## config.mk

```make
export PLATFORM = sky130hd
export DESIGN_NAME = tpp_pattern_output
export DESIGN_NICKNAME = d
export VERILOG_FILES = /design/src/hw/tpp_pkg.sv /design/src/hw/tpp_pattern_output.sv
export SDC_FILE = /design/constraint.sdc
export NUM_CORES = 1
export LEC_CHECK = 0
export ABC_AREA = 1
export BUFFER_PORTS_ARGS = -buffer_cell sky130_fd_sc_hd__buf_4
export CORE_MARGIN = 3
export CORE_UTILIZATION = 34
export DETAILED_ROUTE_END_ITERATION = 10
export PLACE_DENSITY_LB_ADDON = 0.25
export SLEW_MARGIN = 30
export SYNTH_ARGS = -nofsm -noshare
export SYNTH_HDL_FRONTEND = slang
export SYNTH_SLANG_ARGS = --single-unit
```

## constraint.sdc

```tcl
create_clock -name clk -period 1.6 [get_ports clk]
set_input_delay 0.08 -clock clk [delete_from_list [all_inputs] [get_ports clk]]
set_output_delay 0.08 -clock clk [all_outputs]
set_load 0.02 [all_outputs]
```

## src/hw/tpp_pkg.sv

```systemverilog
// Package: register map, field layout, timing constants and bus carriers of the timer-paced pattern output
package tpp_pkg;

   // Bus geometry
   localparam int ADDR_W = 24;
   localparam int DATA_W = 32;

   // Register byte addresses
   localparam logic [ADDR_W-1:0] TIMER_START_ADDR   = 24'hFFFFBC;
   localparam logic [ADDR_W-1:0] COUNT_CTRL_ADDR    = 24'hFFFFC0;
   localparam logic [ADDR_W-1:0] MATCH_STATUS_ADDR  = 24'hFFFFC4;
   localparam logic [ADDR_W-1:0] GENERAL_A_ADDR     = 24'hFFFFC8;
   localparam logic [ADDR_W-1:0] CHANNEL_COUNT_ADDR = 24'hFFFFCC;
   localparam logic [ADDR_W-1:0] OUT_ENABLE_ADDR    = 24'hFFFFD0;
   localparam logic [ADDR_W-1:0] OUT_HOLD_ADDR      = 24'hFFFFD4;
   localparam logic [ADDR_W-1:0] NEXT_DATA_ADDR     = 24'hFFFFD8;
   localparam logic [ADDR_W-1:0] TRIG_SEL_ADDR      = 24'hFFFFDC;
   localparam logic [ADDR_W-1:0] MODULE_STOP_ADDR   = 24'hFFFFE0;
   localparam logic [ADDR_W-1:0] PATTERN_STAT_ADDR  = 24'hFFFFE4;

   // Field positions
   localparam int RUN_BIT  = 0;
   localparam int COUNT_CLEAR_SELECT_LSB = 5;
   localparam int FLAG_BIT = 0;
   localparam int STOP_BIT = 15;
   localparam int STALE_BIT = 16;
   localparam int PASS_LSB = 8;

   // Encodings
   localparam logic [2:0] CLR_ON_A = 3'h1;
   localparam logic [1:0] TRIG_CH0 = 2'h0;
   localparam logic [1:0] RESP_OKAY   = 2'h0;
   localparam logic [1:0] RESP_DECERR = 2'h3;

   // Timing: match interval as printed, cycle count derived from the clock period
   localparam int CLK_PERIOD_NS    = 50;
   localparam int MATCH_PERIOD_NS  = 20000;
   localparam int MATCH_PERIOD_CYC = MATCH_PERIOD_NS / CLK_PERIOD_NS;

   // Reset values
   localparam logic [15:0] GENERAL_A_RST = 16'(MATCH_PERIOD_CYC - 1);
   localparam logic [2:0]  COUNT_CLEAR_SELECT_RST      = CLR_ON_A;

   // Output groups and pattern stream
   localparam int GROUP_W     = 4;
   localparam int GROUPS      = 1;
   localparam int PINS        = GROUP_W * GROUPS;
   localparam int FIFO_W      = 8;
   localparam int FIFO_DEPTH  = 16;
   localparam int PATTERN_LEN = 16;

   // AXI4-Lite carriers
   typedef struct packed {
      logic              awvalid;
      logic [ADDR_W-1:0] awaddr;
      logic              wvalid;
      logic [DATA_W-1:0] wdata;
      logic [3:0]        wstrb;
      logic              bready;
      logic              arvalid;
      logic [ADDR_W-1:0] araddr;
      logic              rready;
   } tpp_axi_req_s;

   typedef struct packed {
      logic              awready;
      logic              wready;
      logic              bvalid;
      logic [1:0]        bresp;
      logic              arready;
      logic              rvalid;
      logic [DATA_W-1:0] rdata;
      logic [1:0]        rresp;
   } tpp_axi_rsp_s;

endpackage : tpp_pkg

```

## src/hw/tpp_pattern_output.sv

```systemverilog
// Timer-paced pattern output: channel 0 timer, one output group, pattern FIFO and AXI4-Lite registers
// Overview of operation
// - Output logic is built as 4-bit groups that share one trigger path.
// - A pin carries pattern data only while its enable bit is 1.
// - Before the first update, pins show the value written to the hold register.
// - On the selected compare match, next data copies into the hold register.
// - Group 0 drives the four pulse pins 0 to 3.
// - Direct output mode: every trigger moves next data straight to the pins.
// - The trigger for the group is the channel 0 compare match.
// - Channel 0 matches every 20 us by default.
// - Each channel 0 compare match also raises a DMA transfer request.
// - After 16 bytes the table restarts and is shown a second time.
// - Writing 1 to run bit 0 makes the channel 0 counter count.
// - Clearing run bit 0 halts the channel 0 counter.
// - Clear select 001 returns the counter to zero on match A.
// - Match flag A clears only by writing 0 after reading it as 1.
// - The stop bit freezes the pattern generator; clearing it resumes.
//
// Added by the designer: register access over AXI4-Lite.

module tpp_fifo #(
   parameter int WIDTH = 8,
   parameter int DEPTH = 16
) (
   input  wire logic             clk,
   input  wire logic             rst_n,
   input  wire logic             inValid,
   output logic                  inReady,
   input  wire logic [WIDTH-1:0] inData,
   output logic                  outValid,
   input  wire logic             outReady,
   output logic      [WIDTH-1:0] outData
);
   localparam int PW = $clog2(DEPTH);

   logic [WIDTH-1:0] mem [DEPTH];
   logic [PW:0]      wrPtr;
   logic [PW:0]      rdPtr;

   // Full when pointers differ only in the wrap bit
   assign inReady  = !((wrPtr[PW] != rdPtr[PW]) && (wrPtr[PW-1:0] == rdPtr[PW-1:0]));
   assign outValid = (wrPtr != rdPtr);
   assign outData  = mem[rdPtr[PW-1:0]];

   // Storage written only on an accepted push
   always_ff @(posedge clk)
   begin
      if (inValid && inReady)
      begin
         mem[wrPtr[PW-1:0]] <= inData;
      end
   end

   // Pointers
   always_ff @(posedge clk)
   begin
      if (!rst_n)
      begin
         wrPtr <= '0;
         rdPtr <= '0;
      end
      else
      begin
         if (inValid && inReady)
            wrPtr <= wrPtr + 1'b1;
         if (outValid && outReady)
            rdPtr <= rdPtr + 1'b1;
      end
   end
endmodule : tpp_fifo

module tpp_pattern_output
   import tpp_pkg::*;
(
   input  wire logic         clk,
   input  wire logic         rst_n,
   input  wire tpp_axi_req_s axiReq,
   output tpp_axi_rsp_s      axiRsp,
   input  wire logic [7:0]   dmaData,
   input  wire logic         dmaValid,
   output logic              dmaReady,
   output logic              dmaReq,
   output logic [PINS-1:0]   pulseOut,
   output logic [PINS-1:0]   pulseOe
);
   logic              awHeld;
   logic              wHeld;
   logic [ADDR_W-1:0] awAddr;
   logic [DATA_W-1:0] wData;
   logic [3:0]        wStrb;
   logic              doWrite;
   logic              wrLo;
   logic              wrHi;
   logic              bValid;
   logic [1:0]        bResp;
   logic              rValid;
   logic [DATA_W-1:0] rData;
   logic [1:0]        rResp;
   logic [DATA_W-1:0] rdValue;
   logic              rdHit;
   logic              arTake;
   logic              channel0Run;
   logic [2:0]        countClearSelect;
   logic              matchFlagA;
   logic              flagArmed;
   logic [15:0]       generalRegA;
   logic [15:0]       channel0Count;
   logic [PINS-1:0]   nextOutputEnable;
   logic [PINS-1:0]   outputDataHold;
   logic [7:0]        nextOutputData;
   logic [1:0]        outputTriggerSelect;
   logic              pulseGenStop;
   logic              ndrStale;
   logic [3:0]        tableIndex;
   logic [3:0]        passCount;
   logic              matchEvt;
   logic              trigger;
   logic              swCountWr;
   logic              holdWr;
   logic              fifoValid;
   logic [7:0]        fifoData;
   logic              fifoPop;

   function automatic logic isMapped(input logic [ADDR_W-1:0] a);
      return (a == TIMER_START_ADDR) || (a == COUNT_CTRL_ADDR) || (a == MATCH_STATUS_ADDR) ||
             (a == GENERAL_A_ADDR) || (a == CHANNEL_COUNT_ADDR) || (a == OUT_ENABLE_ADDR) ||
             (a == OUT_HOLD_ADDR) || (a == NEXT_DATA_ADDR) || (a == TRIG_SEL_ADDR) ||
             (a == MODULE_STOP_ADDR) || (a == PATTERN_STAT_ADDR);
   endfunction : isMapped

   // Bus handshake outputs; a channel is refused only while its previous item is held
   assign axiRsp.awready = !awHeld;
   assign axiRsp.wready  = !wHeld;
   assign axiRsp.bvalid  = bValid;
   assign axiRsp.bresp   = bResp;
   assign axiRsp.arready = !rValid;
   assign axiRsp.rvalid  = rValid;
   assign axiRsp.rdata   = rData;
   assign axiRsp.rresp   = rResp;
   assign arTake  = axiReq.arvalid && !rValid;
   assign doWrite = awHeld && wHeld && !bValid;
   assign wrLo    = doWrite && wStrb[0];
   assign wrHi    = doWrite && wStrb[1];

   // Write channel: address and data taken in either order, one response after both
   always_ff @(posedge clk)
   begin
      if (!rst_n)
      begin
         awHeld <= 1'b0;
         wHeld  <= 1'b0;
         awAddr <= '0;
         wData  <= '0;
         wStrb  <= '0;
         bValid <= 1'b0;
         bResp  <= RESP_OKAY;
      end
      else
      begin
         if (axiReq.awvalid && !awHeld)
         begin
            awHeld <= 1'b1;
            awAddr <= axiReq.awaddr;
         end
         if (axiReq.wvalid && !wHeld)
         begin
            wHeld <= 1'b1;
            wData <= axiReq.wdata;
            wStrb <= axiReq.wstrb;
         end
         if (doWrite)
         begin
            awHeld <= 1'b0;
            wHeld  <= 1'b0;
            bValid <= 1'b1;
            bResp  <= isMapped(awAddr) ? RESP_OKAY : RESP_DECERR;
         end
         else if (bValid && axiReq.bready)
            bValid <= 1'b0;
      end
   end

   // Read mux; reserved bits read as zero
   always_comb
   begin
      rdValue = '0;
      rdHit   = 1'b1;
      case (axiReq.araddr)
         TIMER_START_ADDR:   rdValue[RUN_BIT] = channel0Run;
         COUNT_CTRL_ADDR:    rdValue[COUNT_CLEAR_SELECT_LSB +: 3] = countClearSelect;
         MATCH_STATUS_ADDR:  rdValue[FLAG_BIT] = matchFlagA;
         GENERAL_A_ADDR:     rdValue[15:0] = generalRegA;
         CHANNEL_COUNT_ADDR: rdValue[15:0] = channel0Count;
         OUT_ENABLE_ADDR:    rdValue[PINS-1:0] = nextOutputEnable;
         OUT_HOLD_ADDR:      rdValue[PINS-1:0] = outputDataHold;
         NEXT_DATA_ADDR:     rdValue[7:0] = nextOutputData;
         TRIG_SEL_ADDR:      rdValue[1:0] = outputTriggerSelect;
         MODULE_STOP_ADDR:   rdValue[STOP_BIT] = pulseGenStop;
         PATTERN_STAT_ADDR:  rdValue = {15'h0000, ndrStale, 4'h0, passCount, 4'h0, tableIndex};
         default:            rdHit = 1'b0;
      endcase
   end

   // Read channel: answer one cycle after the address is taken
   always_ff @(posedge clk)
   begin
      if (!rst_n)
      begin
         rValid <= 1'b0;
         rData  <= '0;
         rResp  <= RESP_OKAY;
      end
      else if (arTake)
      begin
         rValid <= 1'b1;
         rData  <= rdValue;
         rResp  <= rdHit ? RESP_OKAY : RESP_DECERR;
      end
      else if (rValid && axiReq.rready)
         rValid <= 1'b0;
   end

   // Timer control registers
   always_ff @(posedge clk)
   begin
      if (!rst_n)
      begin
         channel0Run         <= 1'b0;
         countClearSelect    <= COUNT_CLEAR_SELECT_RST;
         generalRegA         <= GENERAL_A_RST;
         outputTriggerSelect <= TRIG_CH0;
         pulseGenStop        <= 1'b0;
      end
      else
      begin
         if (wrLo && awAddr == TIMER_START_ADDR)
            channel0Run <= wData[RUN_BIT];
         if (wrLo && awAddr == COUNT_CTRL_ADDR)
            countClearSelect <= wData[COUNT_CLEAR_SELECT_LSB +: 3];
         if (wrLo && awAddr == GENERAL_A_ADDR)
            generalRegA[7:0] <= wData[7:0];
         if (wrHi && awAddr == GENERAL_A_ADDR)
            generalRegA[15:8] <= wData[15:8];
         if (wrLo && awAddr == TRIG_SEL_ADDR)
            outputTriggerSelect <= wData[1:0];
         if (wrHi && awAddr == MODULE_STOP_ADDR)
            pulseGenStop <= wData[STOP_BIT];
      end
   end

   // Compare match on A; only a running counter can match
   assign matchEvt  = channel0Run && (channel0Count == generalRegA);
   assign swCountWr = (wrLo || wrHi) && awAddr == CHANNEL_COUNT_ADDR;

   // Channel 0 counter at the full clock rate; a software write takes precedence
   always_ff @(posedge clk)
   begin
      if (!rst_n)
         channel0Count <= '0;
      else if (swCountWr)
      begin
         if (wStrb[0])
            channel0Count[7:0] <= wData[7:0];
         if (wStrb[1])
            channel0Count[15:8] <= wData[15:8];
      end
      else if (channel0Run)
      begin
         if (matchEvt && countClearSelect == CLR_ON_A)
            channel0Count <= '0;
         else
            channel0Count <= channel0Count + 16'h0001;
      end
   end

   // Match flag A: set wins over clear; clear needs a prior read of 1
   always_ff @(posedge clk)
   begin
      if (!rst_n)
      begin
         matchFlagA <= 1'b0;
         flagArmed  <= 1'b0;
      end
      else
      begin
         if (matchEvt)
            matchFlagA <= 1'b1;
         else if (wrLo && awAddr == MATCH_STATUS_ADDR && flagArmed && !wData[FLAG_BIT])
            matchFlagA <= 1'b0;
         if (arTake && axiReq.araddr == MATCH_STATUS_ADDR && matchFlagA)
            flagArmed <= 1'b1;
         else if (wrLo && awAddr == MATCH_STATUS_ADDR)
            flagArmed <= 1'b0;
      end
   end

   // DMA request pulse, one cycle per compare match
   always_ff @(posedge clk)
   begin
      if (!rst_n)
         dmaReq <= 1'b0;
      else
         dmaReq <= matchEvt;
   end

   // Pattern bytes queue here; the DMA stalls on dmaReady when the pins fall behind
   tpp_fifo #(
      .WIDTH (FIFO_W),
      .DEPTH (FIFO_DEPTH)
   ) u_fifo (
      .clk      (clk),
      .rst_n    (rst_n),
      .inValid  (dmaValid),
      .inReady  (dmaReady),
      .inData   (dmaData),
      .outValid (fifoValid),
      .outReady (fifoPop),
      .outData  (fifoData)
   );

   // Update trigger: channel 0 match, generator not stopped
   assign trigger = matchEvt && outputTriggerSelect == TRIG_CH0 && !pulseGenStop;
   assign fifoPop = ndrStale && fifoValid && !pulseGenStop && !trigger;
   assign holdWr  = wrLo && awAddr == OUT_HOLD_ADDR;

   // Next data: refilled from the queue once the previous byte went out
   always_ff @(posedge clk)
   begin
      if (!rst_n)
      begin
         nextOutputData   <= '0;
         ndrStale         <= 1'b1;
         nextOutputEnable <= '0;
      end
      else
      begin
         if (wrLo && awAddr == OUT_ENABLE_ADDR)
            nextOutputEnable <= wData[PINS-1:0];
         if (trigger)
            ndrStale <= 1'b1;
         else if (fifoPop)
         begin
            nextOutputData <= fifoData;
            ndrStale       <= 1'b0;
         end
         else if (wrLo && awAddr == NEXT_DATA_ADDR)
         begin
            nextOutputData <= wData[7:0];
            ndrStale       <= 1'b0;
         end
      end
   end

   // Table position one past the byte on the pins; a wrap starts the next pass
   always_ff @(posedge clk)
   begin
      if (!rst_n)
      begin
         tableIndex <= '0;
         passCount  <= '0;
      end
      else if (trigger)
      begin
         tableIndex <= tableIndex + 4'h1;
         if (tableIndex == 4'(PATTERN_LEN - 1))
            passCount <= passCount + 4'h1;
      end
   end

   // Per-group hold register in direct mode; on a trigger only enabled bits take new data
   for (genvar g = 0; g < GROUPS; g++)
   begin : g_group
      localparam int LO = g * GROUP_W;
      always_ff @(posedge clk)
      begin
         if (!rst_n)
            outputDataHold[LO +: GROUP_W] <= '0;
         else if (trigger)
            outputDataHold[LO +: GROUP_W] <= (nextOutputData[LO +: GROUP_W] & nextOutputEnable[LO +: GROUP_W]) |
                                             (outputDataHold[LO +: GROUP_W] & ~nextOutputEnable[LO +: GROUP_W]);
         else if (holdWr)
            outputDataHold[LO +: GROUP_W] <= wData[LO +: GROUP_W];
      end
   end

   // Pins driven only where enabled
   assign pulseOut = outputDataHold & nextOutputEnable;
   assign pulseOe  = nextOutputEnable;

   property p_pin_gate;
      @(posedge clk) disable iff (!rst_n)
      (pulseOe == nextOutputEnable) && ((pulseOut & ~pulseOe) == '0) && ((pulseOut ^ outputDataHold) & pulseOe) == '0;
   endproperty
   a_pin_gate: assert property (p_pin_gate) else $error("pin not gated by enable");

   property p_update;
      @(posedge clk) disable iff (!rst_n)
      trigger && nextOutputEnable == '1 |=> outputDataHold == $past(nextOutputData[PINS-1:0]);
   endproperty
   a_update: assert property (p_update) else $error("hold not updated on match");

   property p_dma_req;
      @(posedge clk) disable iff (!rst_n)
      matchEvt |=> dmaReq ##1 (!dmaReq || $past(matchEvt));
   endproperty
   a_dma_req: assert property (p_dma_req) else $error("dma request not one pulse per match");

   property p_count_run;
      @(posedge clk) disable iff (!rst_n)
      channel0Run && !matchEvt && !swCountWr |=> channel0Count == $past(channel0Count) + 16'h0001;
   endproperty
   a_count_run: assert property (p_count_run) else $error("counter did not advance");

   property p_count_halt;
      @(posedge clk) disable iff (!rst_n)
      !channel0Run && !swCountWr |=> $stable(channel0Count) && (!matchFlagA || $past(matchFlagA));
   endproperty
   a_count_halt: assert property (p_count_halt) else $error("halted counter moved");

   property p_clear_a;
      @(posedge clk) disable iff (!rst_n)
      matchEvt && countClearSelect == CLR_ON_A && !swCountWr |=> channel0Count == 16'h0000 ##1 !matchEvt || generalRegA == 16'h0000;
   endproperty
   a_clear_a: assert property (p_clear_a) else $error("counter not cleared on match A");

   property p_flag_hold;
      @(posedge clk) disable iff (!rst_n)
      matchFlagA && !flagArmed |=> matchFlagA;
   endproperty
   a_flag_hold: assert property (p_flag_hold) else $error("flag cleared without prior read");

   property p_stop;
      @(posedge clk) disable iff (!rst_n)
      pulseGenStop && !holdWr |=> $stable(outputDataHold) && $stable(tableIndex);
   endproperty
   a_stop: assert property (p_stop) else $error("stopped generator changed output");

endmodule : tpp_pattern_output

```

Word level (Yosys, flattened, before mapping)
Memory sizes are Yosys's and may differ from the RTL's. A register that Yosys moved wholly into a read port is not among the register bits.
Cells that the tools add are included.
Widths: inputs -> output; s select.
{"block": "word_totals", "ff_bits": 159, "ramBits": 128, "in_bits": 100, "output_inout_bits": 51, "n_memories": 1}
{"block": "op_classes", "n_addsub": 5, "eq_ne": 30, "n_mux": 34, "n_bitwise": 7, "reduce_logical": 68}
{"memory": "u_fifo.mem", "words": 16, "word_bits": 8, "rd": 1, "rd_clocked_by_memory_dff": 1, "wr": 1, "line_no": "tpp_pattern_output.sv:36", "source": "logic [WIDTH-1:0] mem [DEPTH];"}
{"operator": "$eq 24x24->1 const B", "n": 22}
{"operator": "$mux 16", "n": 3}
{"operator": "$logic_and 1x1->1", "n": 34}
{"operator": "$mux 8", "n": 4}
{"operator": "$pmux 7 s3", "n": 1}
{"operator": "$add 16x1->16 const B", "n": 1}
{"operator": "$eq 16x16->1", "n": 1}
{"operator": "$mux 4", "n": 4}
{"operator": "$mux 1", "n": 14}
{"operator": "$reduce_bool 2->1", "n": 7}
{"operator": "$and 4x4->4", "n": 3}
{"operator": "$pmux 2 s6", "n": 1}
{"operator": "$pmux 3 s4", "n": 1}
{"operator": "$logic_or 1x1->1", "n": 11}
{"operator": "$reduce_or 11->1", "n": 1}
{"operator": "$add 5x1->5 const B", "n": 2}
{"operator": "$pmux 1 s9", "n": 1}
{"operator": "$add 4x1->4 const B", "n": 2}
{"operator": "$logic_not 1->1", "n": 8}
{"operator": "$reduce_and 2->1", "n": 4}
{"operator": "$pmux 1 s7", "n": 1}
{"operator": "$pmux 1 s3", "n": 2}
{"operator": "$ne 5x5->1", "n": 1}
{"operator": "$eq 4x4->1", "n": 1}
{"operator": "other kinds (10)", "n": 14}

Depth between registers and ports, before layout
{"block": "depth", "word_depth": 12, "ltp_mapped": 13, "ltp_nobuf": 13}

Cells and area by module
Synthesis repeated with hierarchy kept, for this count alone.
{"block": "unflattened", "hier_cells": 1686, "area_unflattened_um2": 13449.1}
{"module": "tpp_pattern_output", "instances": 1, "cells_per_inst": 1149, "area_per_inst_um2": 7408.4, "seq_area_each_um2": 2642.5}
{"module": "tpp_fifo", "instances": 1, "cells_per_inst": 537, "area_per_inst_um2": 6040.8, "seq_area_each_um2": 4124.0}

Worst setup path before layout
No wires, ideal clock.
{"block": "synth_timing", "path_type": "register to register", "start": "register u_fifo.rdPtr[2]", "end": "memory u_fifo.mem[11][0], enable pin", "setup_time_ns": 0.370, "arrival_ns": 1.621, "slack_ns": -0.391, "path_stages_with_launch": 8, "path_buffers": 0, "cell_sequence": "dfxtp_1 xor2_1 nor2_1 nand3b_1 nand2_1 inv_1 nand3_1 nor2_1"}
{"block": "synth_between", "elab_chain_cells": 6}
{"item": "start, declared", "line_no": "tpp_pattern_output.sv:38", "source": "logic [PW:0] rdPtr;"}
{"item": "start signal, assigned", "line_no": "tpp_pattern_output.sv:67", "source": "rdPtr <= rdPtr + 1'b1;"}
{"item": "$eq 4x4->1", "line_no": "tpp_pattern_output.sv:41", "source": "assign inReady = !((wrPtr[PW] != rdPtr[PW]) && (wrPtr[PW-1:0] == rdPtr[PW-1:0]));"}
{"item": "$logic_and 1x1->1", "line_no": "tpp_pattern_output.sv:41"}
{"item": "$logic_not 1->1", "line_no": "tpp_pattern_output.sv:41"}
{"item": "via dmaReady", "line_no": "tpp_pattern_output.sv:81", "source": "output logic dmaReady,"}
{"item": "$logic_and 1x1->1", "line_no": "tpp_pattern_output.sv:48", "source": "if (inValid && inReady)"}
{"item": "$mux 1", "line_no": "tpp_pattern_output.sv:48"}
{"item": "$mux 1 (not written as such)", "line_no": "tpp_pattern_output.sv:50", "source": "mem[wrPtr[PW-1:0]] <= inData;"}
{"item": "end, declared", "line_no": "tpp_pattern_output.sv:36"}
The timed path passes the listed nets, and every way through them passes these cells.

Worst setup path after layout
{"block": "layout_timing", "start": "register channel0Count[0]", "end": "register nextOutputData[1]"}
{"block": "layout_between", "elab_chain_cells": 8}
{"item": "start, declared", "line_no": "tpp_pattern_output.sv:107", "source": "logic [15:0] channel0Count;"}
{"item": "start signal, assigned", "line_no": "tpp_pattern_output.sv:263", "source": "channel0Count[7:0] <= wData[7:0];"}
{"item": "start signal, assigned", "line_no": "tpp_pattern_output.sv:272", "source": "channel0Count <= channel0Count + 16'h0001;"}
{"item": "$eq 16x16->1 (*)", "line_no": "tpp_pattern_output.sv:252", "source": "assign matchEvt = channel0Run && (channel0Count == generalRegA);"}
{"item": "$logic_and 1x1->1 (*)", "line_no": "tpp_pattern_output.sv:252"}
{"item": "$logic_and 1x1->1 (*) (2 in a row)", "line_no": "tpp_pattern_output.sv:322", "source": "assign trigger = matchEvt && outputTriggerSelect == TRIG_CH0 && !pulseGenStop;"}
{"item": "$logic_not 1->1", "line_no": "tpp_pattern_output.sv:323", "source": "assign fifoPop = ndrStale && fifoValid && !pulseGenStop && !trigger;"}
{"item": "$logic_and 1x1->1", "line_no": "tpp_pattern_output.sv:323"}
{"item": "$reduce_bool 2->1 (no line)"}
{"item": "$reduce_and 2->1 (no line)"}
{"item": "end signal, assigned", "line_no": "tpp_pattern_output.sv:343", "source": "nextOutputData <= fifoData;"}
{"item": "end signal, assigned", "line_no": "tpp_pattern_output.sv:348", "source": "nextOutputData <= wData[7:0];"}
{"item": "end, declared", "line_no": "tpp_pattern_output.sv:110", "source": "logic [7:0] nextOutputData;"}
Every way passes the cells marked *; elsewhere a longest branch is shown, timed or not.
A chain may end at the register's enable or synchronous reset.

==> run metrics <==
slack of the worst reg-to-reg path -0.16 ns; Placement Cell Area 16200 um2; average instance area after synthesis about 8 um2; Final period util 110%; routed length per instance 16.4 um; Clk pwr share roughly a third; share of cells above drive strength 1 roughly 37%; EDFF count, synth roughly 130; GPL Wtd Cong around 0.9; Pint ~14000 uW; fillers around 3400; Lkg Pwr between 0.008 and 0.009 uW; Gate power share a little over a quarter; final WL between 40 and 50 mm; via count roughly 13000; critical path launch point channel0Count[0]; Slowest-stage cell, CP dfxtp_4; origin of the critical flop-to-flop path channel0Count[0]; die area between 40000 and 50000 um2; most frequent cells in the layout nand2_1 (337), buf_4 (284), nand3_1 (155), edfxtp_1 (128), nor2_1 (121); Synth cell types between 40 and 50; startpoint class of the critical path flip-flop; Die Ht approximately 200 um; Net Sw Power ~6400 uW; initial core utilization about a third; Mapped Cells between 1500 and 2000; RSZ-0062 raised after global routing true; maxcap violations 0; I/O pin total between 150 and 200; Syn Std Cell Area 13200 um2; Main synth FF type dfxtp_1; CTS tree done; via/cell ratio 4.92; VDD IR max just under 0.8 mV; status complete, but fails checks; nets@finish roughly 2200; Power Dens Cells 1000 nW/um2; CTS root buffer clkbuf_16; R2R cell count 13; Antenna diodes 0; GRT overflow 0; GRT Total Usage 19.7%; DR iter-0 viols 848; register area between 6000 and 7000 um2; asr flop ratio synth 0%; Worst setup EP type flip-flop; synth top area cells edfxtp_1 (29%), dfxtp_1 (22%), nand2_1 (12%); highest clock rate ~0.57 GHz; Antenna Nets Post-Route 0; design area roughly 20000 um2; HPWL Detailed 28.4 mm; most frequent CP cell nand2_1; vias in the first global route about 12000; share of the synthesized area in the top cell type between 20 and 30%; Max stage delay on crit path roughly 0.4 ns; CP Data Required Time approximately 2.1 ns; PortBufs approximately 120; H-tree depth 1; Final Slew Violations 0; Place WS -0.308 ns; cell breakdown of the critical path inv_2, nand2_2, nand2_2, nor2_2, nand2_1, nor2_2, nand4_4, buf_12, nand2_8, nand2_1, nand2_1, nor2_1, nor2_1; Chip Width 203 um; Post-Route Skew 0.0116 ns; global-route wire length before repair between 60 and 70 mm; most common cell after layout, fill and taps aside nand2_1; drt first pass iters 5; Crit Path Class reg2reg; clock buffer depth 3; Hold Violations, Final 0; final setup fails ~170; CP Capture Point nextOutputData[1]; num rows 71; post-layout min period 1.76 ns; type of the most critical hold path in2reg; switching part of the total 32.0%; Final Power 19900 uW; reg2reg end nextOutputData[1]; sequential share of the synthesized area 51.4%; post-synth top area cell edfxtp_1; CTS Buf Count 30; worst skew pair latency ~0.57 ns; clock sink total about 270; Syn. warnings 0; failing checks negative setup slack; post-route worst setup slack -0.156 ns; DRC Markers 0; initial antenna violation count 0; Layout Area Growth over Synthesis 50.7%; Worst EP arrival roughly 2.3 ns; pin count of the biggest net entering global routing about 40; Reg clk slew, reported paths roughly 0.060 ns; part of the power in registers around 39%; core region area 37900 um2; flops & latches, synth around 270; WHS roughly 0.034 ns; CP max FO 8; area of the multi-input gates a little under 7000 um2
## worst min-delay path by stage
stage          startpoint          endpoint  slack (ns)  cells after the start
2_1_floorplan  dmaData[0]  u_fifo.mem[0][0]        0.18                      0
3_3_place_gp   axiReq[64]         awAddr[0]        0.31                      3
3_5_place_dp   axiReq[83]        awAddr[19]        0.31                      3
4_1_cts         axiReq[3]         rData[15]       0.005                      6
5_1_grt         axiReq[3]         rData[15]        0.06                      6
6_report        axiReq[3]         rData[15]        0.03                      6
## final cells by class
cell class | instances | area share [%]
Inverter | 142 | 2.79
Timing Repair Buffer | 435 | 20.1
Clock buffer | 35 | 3.88
Clock inverter | 19 | 0.920
Multi-Input combinational cell | 1168 | 34.5
Tap cell | 511 | 3.22
Sequential cell | 274 | 34.6
## through the flow
| stage | cells | setup TNS, ns | util [%] |
|---|---|---|---|
| after CTS | 2577 | -7.97 | 50.0 |
| after global placement | 2410 | -11.96 | 42.8 |
| after detailed placement | 2410 | -17.22 | 42.8 |
| final | 2584 | -9.34 | 52.3 |
| after floorplan | 1660 | -8.78 | - |
| after global routing | 2584 | -33.16 | 52.3 |
## metal layers
layer  vias to the layer above  GRT usage, %  part of all wire (%)
met5                         -             0                     0
met4                         0          4.90                   1.7
met3                        56          2.55                   5.4
met2                       366          32.4                    48
met1                      5982          27.7                    45
li1                       6299             -                     -
## state kept, by name (all words and copies together), names as in the netlist, 2 cells and up, named ones only
signal,flops
generalRegA,16
nextOutputData,8
wData,16
wStrb,2
outputTriggerSelect,2
u_fifo.rdPtr,5
passCount,4
rData,17
awAddr,24
u_fifo.wrPtr,5
pulseOe,4
u_fifo.mem,128
tableIndex,4
countClearSelect,3
channel0Count,16
## cell usage after synthesis (2+ instances only)
| cell | n |
|---|---|
| nor2_4 | 4 |
| nor3_1 | 18 |
| and2_1 | 2 |
| nand2_2 | 10 |
| o21ai_1 | 8 |
| nand2_1 | 420 |
| o211ai_1 | 8 |
| o21ai_0 | 108 |
| buf_4 | 20 |
| a21oi_1 | 96 |
| edfxtp_1 | 128 |
| clkinv_1 | 5 |
| xnor2_1 | 4 |
| ha_1 | 8 |
| buf_6 | 4 |
| buf_1 | 5 |
| nand3b_1 | 7 |
| xor2_1 | 13 |
| clkbuf_1 | 42 |
| buf_2 | 7 |
| nor2_1 | 170 |
| dfxtp_1 | 146 |
| nand4_2 | 3 |
| nand3_1 | 181 |
| inv_2 | 11 |
| nand4_1 | 35 |
| inv_1 | 126 |
| o22ai_1 | 4 |
| nor3_2 | 5 |
| a41oi_1 | 2 |
| a211oi_1 | 3 |
| nor2_2 | 13 |
| o21a_1 | 18 |
## what timing repair did
| item | CTS | global route |
|---|---|---|
| resized for setup | 203 | 258 |
| gates cloned | 6 | 1 |
| setup buffers | 26 | 10 |
| pin swaps | 71 | 119 |
| endpoints found under the hold margin | 180 | 0 |
| endpoints found under the setup margin | 191 | 234 |
| hold buffers | 81 | 0 |
## critical path, delay by kind of cell (launching register included)
family	cells	cell delay, ns
flops	1	0.40
simple gates	11	1.03
buf+inv	2	0.24
## power groups by stage
stage                     Clock, uW  Combinational, uW  Sequential (uW)
after floorplan                   0               2970             7900
after detailed placement          0               4470             7970
after global routing           7190               5890             7850
final                          6770               5310             7830
after global placement            0               4410             7960
after CTS                      6880               4930             7820
## cells by family after synthesis
group	count (synthesis)	synth area share, %
other cells	1	0.0285
simple gates	874	29.1
fa+ha+maj	8	0.760
buf+inv	222	7.35
compound gates	250	10.2
xor+xnor	17	1.13
flops	274	51.4
Note: power is estimated with default switching activity, not from simulation.
